$ cat src/shared/uart_flags_pkg.sv
// Constants for the serial port status-flag block: offsets, bit fields,
// reset values and buffer size. Shared by design and bench.
package uart_flags_pkg;

  localparam int ADDR_W = 3;
  localparam int DATA_W = 8;

  // Register offsets on the plain register port
  localparam logic [ADDR_W-1:0] OFS_STATUS = 3'h0;
  localparam logic [ADDR_W-1:0] OFS_CTRL1  = 3'h1;
  localparam logic [ADDR_W-1:0] OFS_CTRL2  = 3'h2;
  localparam logic [ADDR_W-1:0] OFS_DATA   = 3'h3;
  localparam logic [ADDR_W-1:0] OFS_BAUD   = 3'h4;

  // Status flag positions
  localparam int ST_PARITY   = 7;
  localparam int ST_NOISE    = 6;
  localparam int ST_FRAMING  = 5;
  localparam int ST_OVERRUN  = 4;
  localparam int ST_RX_IDLE  = 3;
  localparam int ST_RX_FULL  = 2;
  localparam int ST_TX_IDLE  = 1;
  localparam int ST_TX_EMPTY = 0;

  // Error flags in the error vector (index = status bit - 4)
  localparam int ERR_OVERRUN = 0;
  localparam int ERR_FRAMING = 1;
  localparam int ERR_NOISE   = 2;
  localparam int ERR_PARITY  = 3;
  localparam int ERR_COUNT   = 4;
  localparam int ERR_BASE    = 4;

  // Control register one fields
  localparam int C1_PORT_EN    = 7;
  localparam int C1_NINE_BIT   = 6;
  localparam int C1_PARITY_EN  = 5;
  localparam int C1_PARITY_ODD = 4;
  localparam int C1_TWO_STOP   = 3;
  localparam int C1_SEND_BREAK = 2;
  localparam int C1_RX_BIT8    = 1;
  localparam int C1_TX_BIT8    = 0;

  // Control register two fields
  localparam int C2_TX_EN   = 7;
  localparam int C2_RX_EN   = 6;
  localparam int C2_RX_IE   = 2;

  // Bits of control one that a port disable clears, and of control two
  localparam logic [DATA_W-1:0] C1_DISABLE_CLR = 8'h04;
  localparam logic [DATA_W-1:0] C2_DISABLE_CLR = 8'hc0;
  // Receive bit 8 and transmit bit 8 both read back as zero
  localparam logic [DATA_W-1:0] C1_READ_MASK  = 8'hfc;

  // Reset values
  localparam logic [DATA_W-1:0] STATUS_RESET = 8'h0b;
  localparam logic [DATA_W-1:0] CTRL1_RESET  = 8'h00;
  localparam logic [DATA_W-1:0] CTRL2_RESET  = 8'h00;
  localparam logic [DATA_W-1:0] BAUD_RESET   = 8'h00;
  localparam logic [DATA_W-1:0] RDATA_RESET  = 8'h00;

  // Receive buffer depth
  localparam int          RX_DEPTH = 2;
  localparam logic [1:0]  RX_FULL_COUNT = 2'h2;

endpackage

$ cat src/verilog/uart_status_flags.sv
// Status-flag logic of an asynchronous serial port, with its control,
// baud and shared data registers and a two-word receive buffer.
// Assumes shift engines on the same clock report receive and transmit
// events as one-cycle pulses and levels; no synchronisers are needed.
//
// The register addresses and the address-and-strobe port are this design's own decisions.
`timescale 1ns/1ns

module uart_status_flags (
  input  wire logic                                clock,
  input  wire logic                                rst,
  // Register port
  input  wire logic [uart_flags_pkg::ADDR_W-1:0]   addr,
  input  wire logic [uart_flags_pkg::DATA_W-1:0]   wdata,
  input  wire logic                                wr_stb,
  input  wire logic                                rd_stb,
  output logic      [uart_flags_pkg::DATA_W-1:0]   rdata,
  // Receive shift engine
  input  wire logic                                rx_start_seen,
  input  wire logic                                rx_stop_done,
  input  wire logic                                rx_word_done,
  input  wire logic [uart_flags_pkg::DATA_W-1:0]   rx_word,
  input  wire logic                                rx_noise,
  input  wire logic                                rx_framing_bad,
  input  wire logic                                rx_parity_bad,
  // Transmit shift engine, serial line and receive interrupt
  input  wire logic                                tx_shift_free,
  input  wire logic                                tx_shift_busy,
  input  wire logic                                tx_serial,
  output logic                                     tx_load,
  output logic      [uart_flags_pkg::DATA_W-1:0]   tx_word,
  output logic                                     tx_pin,
  output logic                                     receive_irq,
  // Configuration to the engines and baud generator
  output logic      [uart_flags_pkg::DATA_W-1:0]   control_one,
  output logic      [uart_flags_pkg::DATA_W-1:0]   control_two,
  output logic      [uart_flags_pkg::DATA_W-1:0]   baud_divisor
);
  import uart_flags_pkg::*;

  function automatic logic hit(input logic [ADDR_W-1:0] a,
                               input logic [ADDR_W-1:0] ofs);
    hit = (a == ofs);
  endfunction

  logic [ERR_COUNT-1:0] err_r;
  logic                 rx_idle_r;
  logic                 rx_full_r;
  logic                 tx_idle_r;
  logic                 tx_empty_r;
  logic [DATA_W-1:0]    armed_r;
  logic [DATA_W-1:0]    status;

  logic [DATA_W-1:0]    rx_buf_r [RX_DEPTH];
  logic [1:0]           rx_count_r;
  logic [DATA_W-1:0]    tx_hold_r;
  logic                 tx_hold_valid_r;

  logic port_en;
  logic rx_en;
  logic tx_en;
  logic st_rd;
  logic data_rd;
  logic data_wr;
  logic data_access;
  logic pop;
  logic push;
  logic overrun_hit;
  logic move_to_shifter;
  logic tx_enable_rise;
  logic break_active;
  logic [1:0] rx_count_after_pop;
  logic [ERR_COUNT-1:0] err_set;

  assign port_en     = control_one[C1_PORT_EN];
  assign rx_en       = port_en & control_two[C2_RX_EN];
  assign tx_en       = port_en & control_two[C2_TX_EN];
  assign st_rd       = rd_stb & hit(addr, OFS_STATUS);
  assign data_rd     = rd_stb & hit(addr, OFS_DATA);
  assign data_wr     = wr_stb & hit(addr, OFS_DATA);
  assign data_access = data_rd | data_wr;
  assign break_active = tx_en & control_one[C1_SEND_BREAK];

  assign status = {err_r[ERR_PARITY], err_r[ERR_NOISE],
                   err_r[ERR_FRAMING], err_r[ERR_OVERRUN],
                   rx_idle_r, rx_full_r, tx_idle_r, tx_empty_r};

  // Receive buffer control
  assign pop  = data_rd & (rx_count_r != 2'h0);
  assign rx_count_after_pop = pop ? rx_count_r - 2'h1 : rx_count_r;
  // A word arriving with the buffer still full after this cycle's pop,
  // or with overrun already pending, is dropped
  assign overrun_hit = rx_en & rx_word_done &
                       ((rx_count_after_pop == RX_FULL_COUNT) |
                        err_r[ERR_OVERRUN]);
  assign push = rx_en & rx_word_done & ~overrun_hit;

  assign err_set[ERR_OVERRUN] = overrun_hit;
  assign err_set[ERR_FRAMING] = push & rx_framing_bad;
  assign err_set[ERR_NOISE]   = push & rx_noise;
  assign err_set[ERR_PARITY]  = push & rx_parity_bad &
                                control_one[C1_PARITY_EN];

  // Transmit path
  assign move_to_shifter = tx_en & tx_hold_valid_r & tx_shift_free;
  assign tx_enable_rise  = wr_stb & hit(addr, OFS_CTRL2) &
                           wdata[C2_TX_EN] & ~control_two[C2_TX_EN];

  // Control, baud registers; disable clears the transmit and receive enables and break
  always_ff @(posedge clock) begin
    if (rst) begin
      control_one <= CTRL1_RESET;
    end else if (wr_stb && hit(addr, OFS_CTRL1)) begin
      control_one <= wdata[C1_PORT_EN] ? wdata : wdata & ~C1_DISABLE_CLR;
    end
  end

  always_ff @(posedge clock) begin
    if (rst) begin
      control_two <= CTRL2_RESET;
    end else if (wr_stb && hit(addr, OFS_CTRL2)) begin
      control_two <= wdata;
    end else if (!port_en) begin
      control_two <= control_two & ~C2_DISABLE_CLR;
    end
  end

  always_ff @(posedge clock) begin
    if (rst) begin
      baud_divisor <= BAUD_RESET;
    end else if (wr_stb && hit(addr, OFS_BAUD)) begin
      baud_divisor <= wdata;
    end
  end

  // Register reads; the status register has no write path
  always_ff @(posedge clock) begin
    if (rst) begin
      rdata <= RDATA_RESET;
    end else if (rd_stb) begin
      unique case (addr)
        OFS_STATUS: rdata <= status;
        OFS_CTRL1:  rdata <= control_one & C1_READ_MASK;
        OFS_CTRL2:  rdata <= control_two;
        OFS_DATA:   rdata <= rx_buf_r[0];
        OFS_BAUD:   rdata <= baud_divisor;
        default:    rdata <= RDATA_RESET;
      endcase
    end
  end

  // Per-flag record of a status read that showed the flag set.
  // Any data access consumes the record, so stale reads cannot clear.
  always_ff @(posedge clock) begin
    if (rst || !port_en) begin
      armed_r <= 8'h00;
    end else if (st_rd) begin
      armed_r <= status;
    end else if (data_access) begin
      armed_r <= 8'h00;
    end
  end

  // Error flags: a set in the clearing cycle wins
  for (genvar i = 0; i < ERR_COUNT; i++) begin : g_err
    always_ff @(posedge clock) begin
      if (rst || !port_en) begin
        err_r[i] <= 1'b0;
      end else if (err_set[i]) begin
        err_r[i] <= 1'b1;
      end else if (data_access && armed_r[ERR_BASE + i]) begin
        err_r[i] <= 1'b0;
      end
    end
  end

  // Two-word receive buffer; head always at entry zero
  always_ff @(posedge clock) begin
    if (rst || !port_en) begin
      rx_count_r <= 2'h0;
    end else begin
      rx_count_r <= rx_count_after_pop + {1'b0, push};
    end
  end

  always_ff @(posedge clock) begin
    if (rst) begin
      rx_buf_r[0] <= RDATA_RESET;
      rx_buf_r[1] <= RDATA_RESET;
    end else begin
      if (pop) begin
        rx_buf_r[0] <= rx_buf_r[1];
      end
      if (push) begin
        rx_buf_r[rx_count_after_pop[0]] <= rx_word;
      end
    end
  end

  // Receive full flag
  always_ff @(posedge clock) begin
    if (rst || !port_en) begin
      rx_full_r <= 1'b0;
    end else if (push) begin
      rx_full_r <= 1'b1;
    end else if (data_rd && armed_r[ST_RX_FULL] &&
                 rx_count_after_pop == 2'h0) begin
      rx_full_r <= 1'b0;
    end
  end

  // One-cycle receive interrupt request on each word load
  always_ff @(posedge clock) begin
    if (rst) begin
      receive_irq <= 1'b0;
    end else begin
      receive_irq <= push & control_two[C2_RX_IE];
    end
  end

  // Receiver idle: low from start detection to stop completion
  always_ff @(posedge clock) begin
    if (rst || !rx_en) begin
      rx_idle_r <= 1'b1;
    end else if (rx_start_seen) begin
      rx_idle_r <= 1'b0;
    end else if (rx_stop_done) begin
      rx_idle_r <= 1'b1;
    end
  end

  // Transmit holding register: a data write loads it
  always_ff @(posedge clock) begin
    if (rst || !port_en) begin
      tx_hold_valid_r <= 1'b0;
      tx_hold_r       <= RDATA_RESET;
    end else if (data_wr) begin
      tx_hold_valid_r <= 1'b1;
      tx_hold_r       <= wdata;
    end else if (move_to_shifter) begin
      tx_hold_valid_r <= 1'b0;
    end
  end

  always_ff @(posedge clock) begin
    if (rst) begin
      tx_load <= 1'b0;
      tx_word <= RDATA_RESET;
    end else begin
      tx_load <= move_to_shifter & ~data_wr;
      if (move_to_shifter) begin
        tx_word <= tx_hold_r;
      end
    end
  end

  // Transmit empty flag. A write in the move cycle reloads the holding
  // register, so the move is held back by one cycle in that case.
  always_ff @(posedge clock) begin
    if (rst || !port_en) begin
      tx_empty_r <= 1'b1;
    end else if ((move_to_shifter && !data_wr) || tx_enable_rise) begin
      tx_empty_r <= 1'b1;
    end else if (data_wr && armed_r[ST_TX_EMPTY]) begin
      tx_empty_r <= 1'b0;
    end
  end

  // Transmitter idle: nothing held, nothing shifting, no break
  always_ff @(posedge clock) begin
    if (rst || !port_en) begin
      tx_idle_r <= 1'b1;
    end else if (data_wr && armed_r[ST_TX_IDLE]) begin
      tx_idle_r <= 1'b0;
    end else if (tx_hold_valid_r || break_active || tx_shift_busy) begin
      tx_idle_r <= 1'b0;
    end else if (tx_empty_r) begin
      tx_idle_r <= 1'b1;
    end
  end

  // Line driver: high when idle, low for break once shifting ends
  always_ff @(posedge clock) begin
    if (rst || !tx_en) begin
      tx_pin <= 1'b1;
    end else if (tx_idle_r) begin
      tx_pin <= 1'b1;
    end else if (tx_shift_busy) begin
      tx_pin <= tx_serial;
    end else begin
      tx_pin <= ~break_active;
    end
  end

endmodule // uart_status_flags

$ cat config.mk
export PLATFORM = sky130hd
export DESIGN_NAME = uart_status_flags
export DESIGN_NICKNAME = d
export VERILOG_FILES = /design/src/shared/uart_flags_pkg.sv /design/src/verilog/uart_status_flags.sv
export SDC_FILE = /design/constraint.sdc
export NUM_CORES = 1
export LEC_CHECK = 0
export BUFFER_PORTS_ARGS = -buffer_cell sky130_fd_sc_hd__buf_2
export CORE_ASPECT_RATIO = 1.2
export CORE_MARGIN = 2
export CORE_UTILIZATION = 32
export DETAILED_ROUTE_END_ITERATION = 16
export HOLD_SLACK_MARGIN = 0.12
export PLACE_DENSITY_LB_ADDON = 0.25
export SLEW_MARGIN = 10
export SYNTH_ARGS = -nofsm -noshare
export SYNTH_HDL_FRONTEND = slang
export SYNTH_SLANG_ARGS = --single-unit
$ cat constraint.sdc
create_clock -name clock -period 2.1 [get_ports clock]
set_input_delay 0.42 -clock clock [delete_from_list [all_inputs] [get_ports clock]]
set_output_delay 0.42 -clock clock [all_outputs]
set_load 0.05 [all_outputs]
==> key figures, run 1 <==
Clocking
  – Worst-Skew Late Latency: 0.34 ns
  – Maximum root-to-sink buffer count: 2
  – H-tree lvl count: 3
  – Clock tree sinks: 85
  – Number of buffers inserted by hold repair at cts: 0
  – Clock Tree Root: clkbuf_16
  – Clock-pin slew on the worst setup and hold paths: 0.06 ns
  – Total clock buffers created by CTS: 9
  – # Post-CTS Setup Buffers: 0
  – Clock tree from TritonCTS: done
  – Resized cells post-CTS: 0

Synth
  – Most used standard cell by instance count after synthesis: nand2_1
  – Post-synthesis cell type with the largest combined area: dfxtp_1
  – Number of enable flip-flop cells after synthesis: 16
  – Synth top area cells: dfxtp_1 (37%), edfxtp_1 (13%), nand2_1 (7.8%), mux2i_1 (7.7%), a21oi_1 (6.3%)
  – Async SR Flop Fraction: 0
  – Synthesized area divided by synthesized cell count: 9.13 um2
  – Prevailing post-synth register cell: dfxtp_1
  – Count of distinct cell types in the synthesized netlist: 52
  – Number of warnings issued by yosys: 0
  – Net count of the mapped netlist: 445
  – Commonest cells post-synth: nand2_1 (78), dfxtp_1 (69), a21oi_1 (47), mux2i_1 (29), nor2_1 (28)
  – Flip-flop and latch count after synthesis: 85
  – Proportion of netlist area held by the largest area contributor: 0.368
  – Netlist area before placement: 3750 um2
  – Seq/Total Area, Yosys: 0.496
  – Number of standard cells after synthesis: 411

Detailed routing
  – Vias per inst: 4.86
  – Iter 0 DRT Violations: 230
  – Routed vias: 3170
  – Number of routed nets with antenna violations: 0
  – Wirelength, routed: 10100 um
  – Number of search-and-repair iterations in the first detailed-routing pass: 4
  – Drc violations: 0
  – Routed wirelength normalized by instance count: 15.5 um

Flow run
  – Count of max-cap constraint violations: 0

Power and ir drop
  – Sequential share of power: 0.477
  – PwrDens: about 760 nW/um2
  – Maximum vdd ir drop: 0.000348 V
  – Overall power: 3.56 mW
  – Switching share of total power: 0.244
  – Total net switching power: a little under 900 uW
  – Share of power burned in the clock network: 0.451
  – LEAKAGE: approximately 1.9 nW
  – Comb power frac: 0.071
  – Internal power: 2.69 mW

STA
  – Min cycle time layout: 1.97 ns
  – Highest Clock Rate: 508 MHz
  – Setup slack of the critical path after layout: 0.133 ns
  – Worst setup skew after layout: 0.00531 ns
  – Slew at the pin with the worst max-slew slack: approximately 0.53 ns
  – Relative slew slack: 0.643
  – Period Utilization, post-route: 0.937
  – Unrepaired setup endpoints after global routing: no
  – Final-report setup violation count: 0
  – Fin. max-slew vios: 0
  – Summed negative setup slack over all endpoints: 0 ns
  – Total count of hold-check failures in the final report: 0

Floorplan
  – Die area: 12600 um2
  – Number of top-level pins: 75
  – Die Width: 103 um
  – Die outline height: 123 um
  – Placement Rows: 43
  – Floorplan core area: 11500 um2
  – Initial cell density of the core: 0.326

Placed design
  – Routability Congestion: 0.811
  – Final HPWL from detailed placement: 7570 um
  – Worst setup slack after placement: 0.0300 ns
  – Count of input and output buffers: 74
  – Dpl cell area: 4340 um2

Critical path
  – Required @ worst endpoint: around 2.4 ns
  – Worst flop-to-flop path startpoint: rx_count_r[1]
  – Kind of start point of the critical path: register
  – Critical-path maximum fanout: 4
  – Crit. End Element: register
  – Launching element of the worst setup path: rx_count_r[1]
  – Critical Path, Cell by Cell: inv_1 > ha_4 > or4_4 > nand3_4 > inv_1 > ha_1 > a211o_1 > nand2_1
  – Crit path arrival time: 2.26 ns
  – Standard cell with the maximum stage delay on the critical path: or4_4
  – Most prevalent standard cell on the critical path: inv_1
  – Longest individual stage delay on the worst path: 0.54 ns
  – Worst setup path class: register to register

Finish
  – Summed area of non-filler cells in the final layout: 4660 um2
  – Ratio of cells with drive above 1 in the final layout: 0.253
  – Signed area change from the synthesized netlist to the final layout: 24.3%
  – Nets: around 520
  – # diodes: 0

Worst hold path
  – Worst hold-check path type: primary input to register
  – Worst Min Path Start: rx_start_seen

Global route
  – Pin count of the biggest net entering global routing: 39
  – Via count of the first global-routing pass: 2976
  – GRT Resource Usage Total: 0.166
  – Global-route wire length before repair: 15800 um
  – Total grt overflow: 0
  – Initial antenna violation count: 0

Run status
  – Result of the run: completed
final timing paths:
| check | to | slack [ns] | cells past startpoint |
|---|---|---|---|
| min reg2reg | tx_word[0] | 0.45 | 2 |
| max reg2reg | rx_count_r[1] | 0.13 | 8 |
| max | rx_count_r[1] | 0.13 | 8 |
| min | rx_idle_r | 0.27 | 2 |
layout make-up:
| type | instances | area, um2 |
|---|---|---|
| fill | 1197 | 6850 |
| inverter | 20 | 75.1 |
| multi-input combinational | 281 | 1720 |
| sequential | 85 | 1860 |
| tap | 157 | 196 |
| clock buffer | 9 | 225 |
| clock inverter | 7 | 73.8 |
| timing repair buffer | 93 | 513 |
through the flow:
stage | cells | hold slack [ns] | utilization
floorplan | 411 | 0.432 | -
global placement | 636 | 0.440 | 0.377
detailed placement | 636 | 0.444 | 0.377
CTS | 652 | 0.263 | 0.403
global route | 652 | 0.286 | 0.405
finish | 652 | 0.267 | 0.405
power by group through the flow:
| stage | Combinational (mW) | Clock, mW | Sequential, mW |
|---|---|---|---|
| floorplan | 0.120 | 0 | 1.77 |
| global placement | 0.252 | 0 | 1.73 |
| detailed placement | 0.254 | 0 | 1.73 |
| CTS | 0.255 | 1.64 | 1.70 |
| global route | 0.276 | 1.69 | 1.70 |
| finish | 0.253 | 1.61 | 1.70 |
worst max-delay path: cells and delay by family (launching register included):
| kind | cells | cell delay [ns] |
|---|---|---|
| flops | 1 | 0.37 |
| fa+ha+maj | 2 | 0.42 |
| compound gates | 1 | 0.27 |
| simple gates | 3 | 0.73 |
| buf+inv | 2 | 0.14 |
sequential cells by signal, summed over array words and instances (netlist names), 2 cells and up:
signal / cells
control_two: 8
rdata: 8
rx_buf_r: 16
control_one: 8
tx_word: 8
tx_hold_r: 8
armed_r: 7
rx_count_r: 2
err_r: 4
baud_divisor: 8
cell usage in the layout (no fill, tap or decap), types with 2 or more instances in the layout:
cell type | synthesis | routed
nand2_1 | 78 | 78
inv_1 | 19 | 19
or3_1 | 2 | 2
o31ai_1 | 4 | 4
o211a_1 | 2 | 2
o21ai_2 | 1 | 2
inv_6 | 0 | 2
nand4_1 | 2 | 2
a21oi_1 | 47 | 47
and2_1 | 2 | 2
mux2_2 | 2 | 2
and3b_1 | 2 | 2
mux4_2 | 2 | 2
mux2i_1 | 29 | 29
clkinv_2 | 0 | 2
a22oi_1 | 2 | 2
a222oi_1 | 2 | 2
o211ai_1 | 2 | 2
nor3_1 | 16 | 16
nand3_1 | 12 | 12
edfxtp_1 | 16 | 16
nand2b_1 | 2 | 2
dfxtp_1 | 69 | 69
buf_2 | 7 | 74
nor3b_2 | 1 | 2
nor4bb_1 | 4 | 4
o22ai_1 | 3 | 3
clkbuf_16 | 0 | 9
buf_4 | 5 | 19
nor3b_1 | 3 | 2
nor2_1 | 28 | 28
o21ai_0 | 11 | 10
routing by layer:
layer  up-vias  track usage  wire length (um)  part of all wire
met5         -            0                 0                 0
met4         0       0.0518               226             0.022
met3        15       0.0456               602             0.060
met2        92        0.268              4650              0.46
met1      1462        0.217              4630              0.46
li1       1601            -                 -                 -
kinds of logic (layout without fill, tap and decap cells):
family | count (synthesis) | after routing | synth area share
mux | 33 | 33 | 0.0954
simple gates | 163 | 163 | 0.213
compound gates | 82 | 82 | 0.130
buf+inv | 45 | 129 | 0.0564
xor+xnor | 1 | 1 | 0.00233
fa+ha+maj | 2 | 2 | 0.00667
flops | 85 | 85 | 0.496
(Power assumes the default switching activity.)
==> run 2: changes to the inputs <==
--- a/config.mk
+++ b/config.mk
@@ -8,7 +8,7 @@
 export BUFFER_PORTS_ARGS = -buffer_cell sky130_fd_sc_hd__buf_2
 export CORE_ASPECT_RATIO = 1.2
 export CORE_MARGIN = 2
-export CORE_UTILIZATION = 32
+export CORE_UTILIZATION = 41
 export DETAILED_ROUTE_END_ITERATION = 16
 export HOLD_SLACK_MARGIN = 0.12
 export PLACE_DENSITY_LB_ADDON = 0.25
==> key figures, run 2 (synthesized netlist as in run 1, its figures left out) <==
Critical path
  – Crit path arrival time: 2.27 ns
  – Endpoint of the lowest-slack register-to-register path: rx_count_r[1]
  – Setup slack on the worst flop-to-flop path: 0.13 ns
  – Crit. End Element: register
  – Depth of the worst register-to-register path: 8
  – Required @ worst endpoint: ~2.4 ns
  – Kind of start point of the critical path: register
  – Worst setup path endpoint: rx_count_r[1]
  – Worst flop-to-flop path startpoint: rx_count_r[0]
  – Critical-path maximum fanout: 4
  – Worst setup path class: register to register
  – Launching element of the worst setup path: rx_count_r[0]

Detailed routing
  – Iter 0 DRT Violations: 265
  – Wirelength, routed: between 9000 and 10000 um
  – Vias per inst: about 5.3
  – Routed vias: 3243
  – Number of routed nets with antenna violations: 0
  – Wire length on met1: 4360 um
  – Drc violations: 0
  – Met3 WL post-DR: 512 um
  – Met2 Routed Length: 4650 um
  – Number of search-and-repair iterations in the first detailed-routing pass: 6
  – Topmost layer with routed signal wires: met4
  – Routed wirelength normalized by instance count: 15.9 um

Placed design
  – Count of input and output buffers: 74
  – Final HPWL from detailed placement: 7130 um
  – Placed cells: roughly 600
  – Routability Congestion: just under 0.8
  – Worst setup slack after placement: 0.0253 ns
  – Dpl cell area: approximately 4300 um2

STA
  – Summed negative setup slack over all endpoints: 0 ns
  – Fin. max-slew vios: 0
  – Setup slack of the critical path after layout: 0.133 ns
  – Final-report setup violation count: 0
  – Highest Clock Rate: slightly above 500 MHz
  – Min cycle time layout: between 1.5 and 2 ns
  – Relative slew slack: 0.637
  – Slew at the pin with the worst max-slew slack: 0.543 ns
  – Worst setup skew after layout: between 0.007 and 0.008 ns
  – Final hold slack: between 0.2 and 0.25 ns
  – Period Utilization, post-route: 0.937
  – Total count of hold-check failures in the final report: 0
  – Unrepaired setup endpoints after global routing: no

Finish
  – Signed area change from the synthesized netlist to the final layout: 21.0%
  – # diodes: 0
  – Most common cell after layout, fill and taps aside: nand2_1
  – Summed area of non-filler cells in the final layout: around 4500 um2
  – Number of standard cells in the final layout excluding fillers: around 600
  – Final standard cell utilization of the core: 0.505
  – Nets: 523
  – Ratio of cells with drive above 1 in the final layout: 0.249
  – Number of flip-flops in the largest register: 16
  – Final-layout fill cell count: 902
  – Register with the most flip-flops: rx_buf_r
  – Highest-count cells in the layout ignoring fill and taps: nand2_1 (78), buf_2 (74), dfxtp_1 (68), a21oi_1 (47), mux2i_1 (29)

Clocking
  – Clock tree from TritonCTS: done
  – H-tree lvl count: 3
  – Clock tree sinks: 85
  – Maximum root-to-sink buffer count: 2
  – Number of buffers inserted by hold repair at cts: 0
  – Total clock buffers created by CTS: 9
  – Worst-Skew Late Latency: approximately 0.36 ns
  – Clock-pin slew on the worst setup and hold paths: 0.08 ns
  – Clock Tree Root: clkbuf_8

Global route
  – Total grt overflow: 0
  – GRT Resource Usage Total: 0.203
  – Initial antenna violation count: 0
  – Via count of the first global-routing pass: 3084
  – Pin count of the biggest net entering global routing: 44
  – Global-route wire length before repair: 15500 um

Floorplan
  – Number of top-level pins: 75
  – Placement Rows: 38
  – Initial cell density of the core: 0.418
  – Die area: approximately 9900 um2
  – Die Width: 91.3 um
  – Die outline height: about 110 um
  – Floorplan core area: 8990 um2

Run status
  – Result of the run: completed

Flow run
  – Count of max-cap constraint violations: 0

Power and ir drop
  – LEAKAGE: 1.86 nW
  – Maximum vdd ir drop: ~0.00037 V
  – PwrDens: 715 nW/um2
  – Overall power: 3.25 mW

Worst hold path
  – Worst hold-check path type: primary input to register
## run 2: changes by cell type in the layout (fill, tap and decap cells not counted), sizes merged
| cell | change |
|---|---|
| clkinvlp | -1 |
| clkinv | -2 |
| clkbuf | +5 |
| buf | -1 |
| inv | -2 |
## run 2: power breakdown
group / internal (mW) / switching (mW)
Clock: 0.726 / 0.575
Combinational: 0.0808 / 0.170
Sequential: 1.68 / 0.0145
## run 2: repair_timing
action                                  in CTS  in global routing
resized for setup                            0                  4
endpoints found under the setup margin       0                  3
buffers inserted                             0                  0
## run 2: worst min path at each step
stage / endpoint / slack, ns / startpoint / cells after the start
6_report: rx_idle_r / 0.24 / rx_start_seen / 2
4_1_cts: rx_idle_r / 0.23 / rx_start_seen / 2
2_1_floorplan: tx_word[0] / 0.43 / tx_hold_r[0] / 2
5_1_grt: rx_idle_r / 0.25 / rx_start_seen / 2
3_3_place_gp: tx_word[2] / 0.44 / tx_word[2] / 2
3_5_place_dp: tx_word[6] / 0.44 / tx_word[6] / 2
## run 2: metal layers
metal  global-route usage  vias up
li1                     -     1599
met3               0.0380       18
met5                    0        -
met1                0.245     1532
met2                0.346       94
met4                0.105        0
## run 2: cell type report
type	instances	area [um2]	area share
sequential	85	1860	0.410
inverter	20	75.1	0.0165
multi-input combinational	281	1720	0.378
tap	120	150	0.0331
clock inverter	2	35.0	0.00771
timing repair buffer	92	505	0.111
clock buffer	14	195	0.0430
## run 2: critical path, cell delays in order (launching register included)
cell,delay (ns)
dfxtp_1,0.33
inv_1,0.09
ha_4,0.26
or4_4,0.53
nand3_4,0.14
inv_1,0.05
ha_1,0.19
a211o_1,0.27
nand2_1,0.06
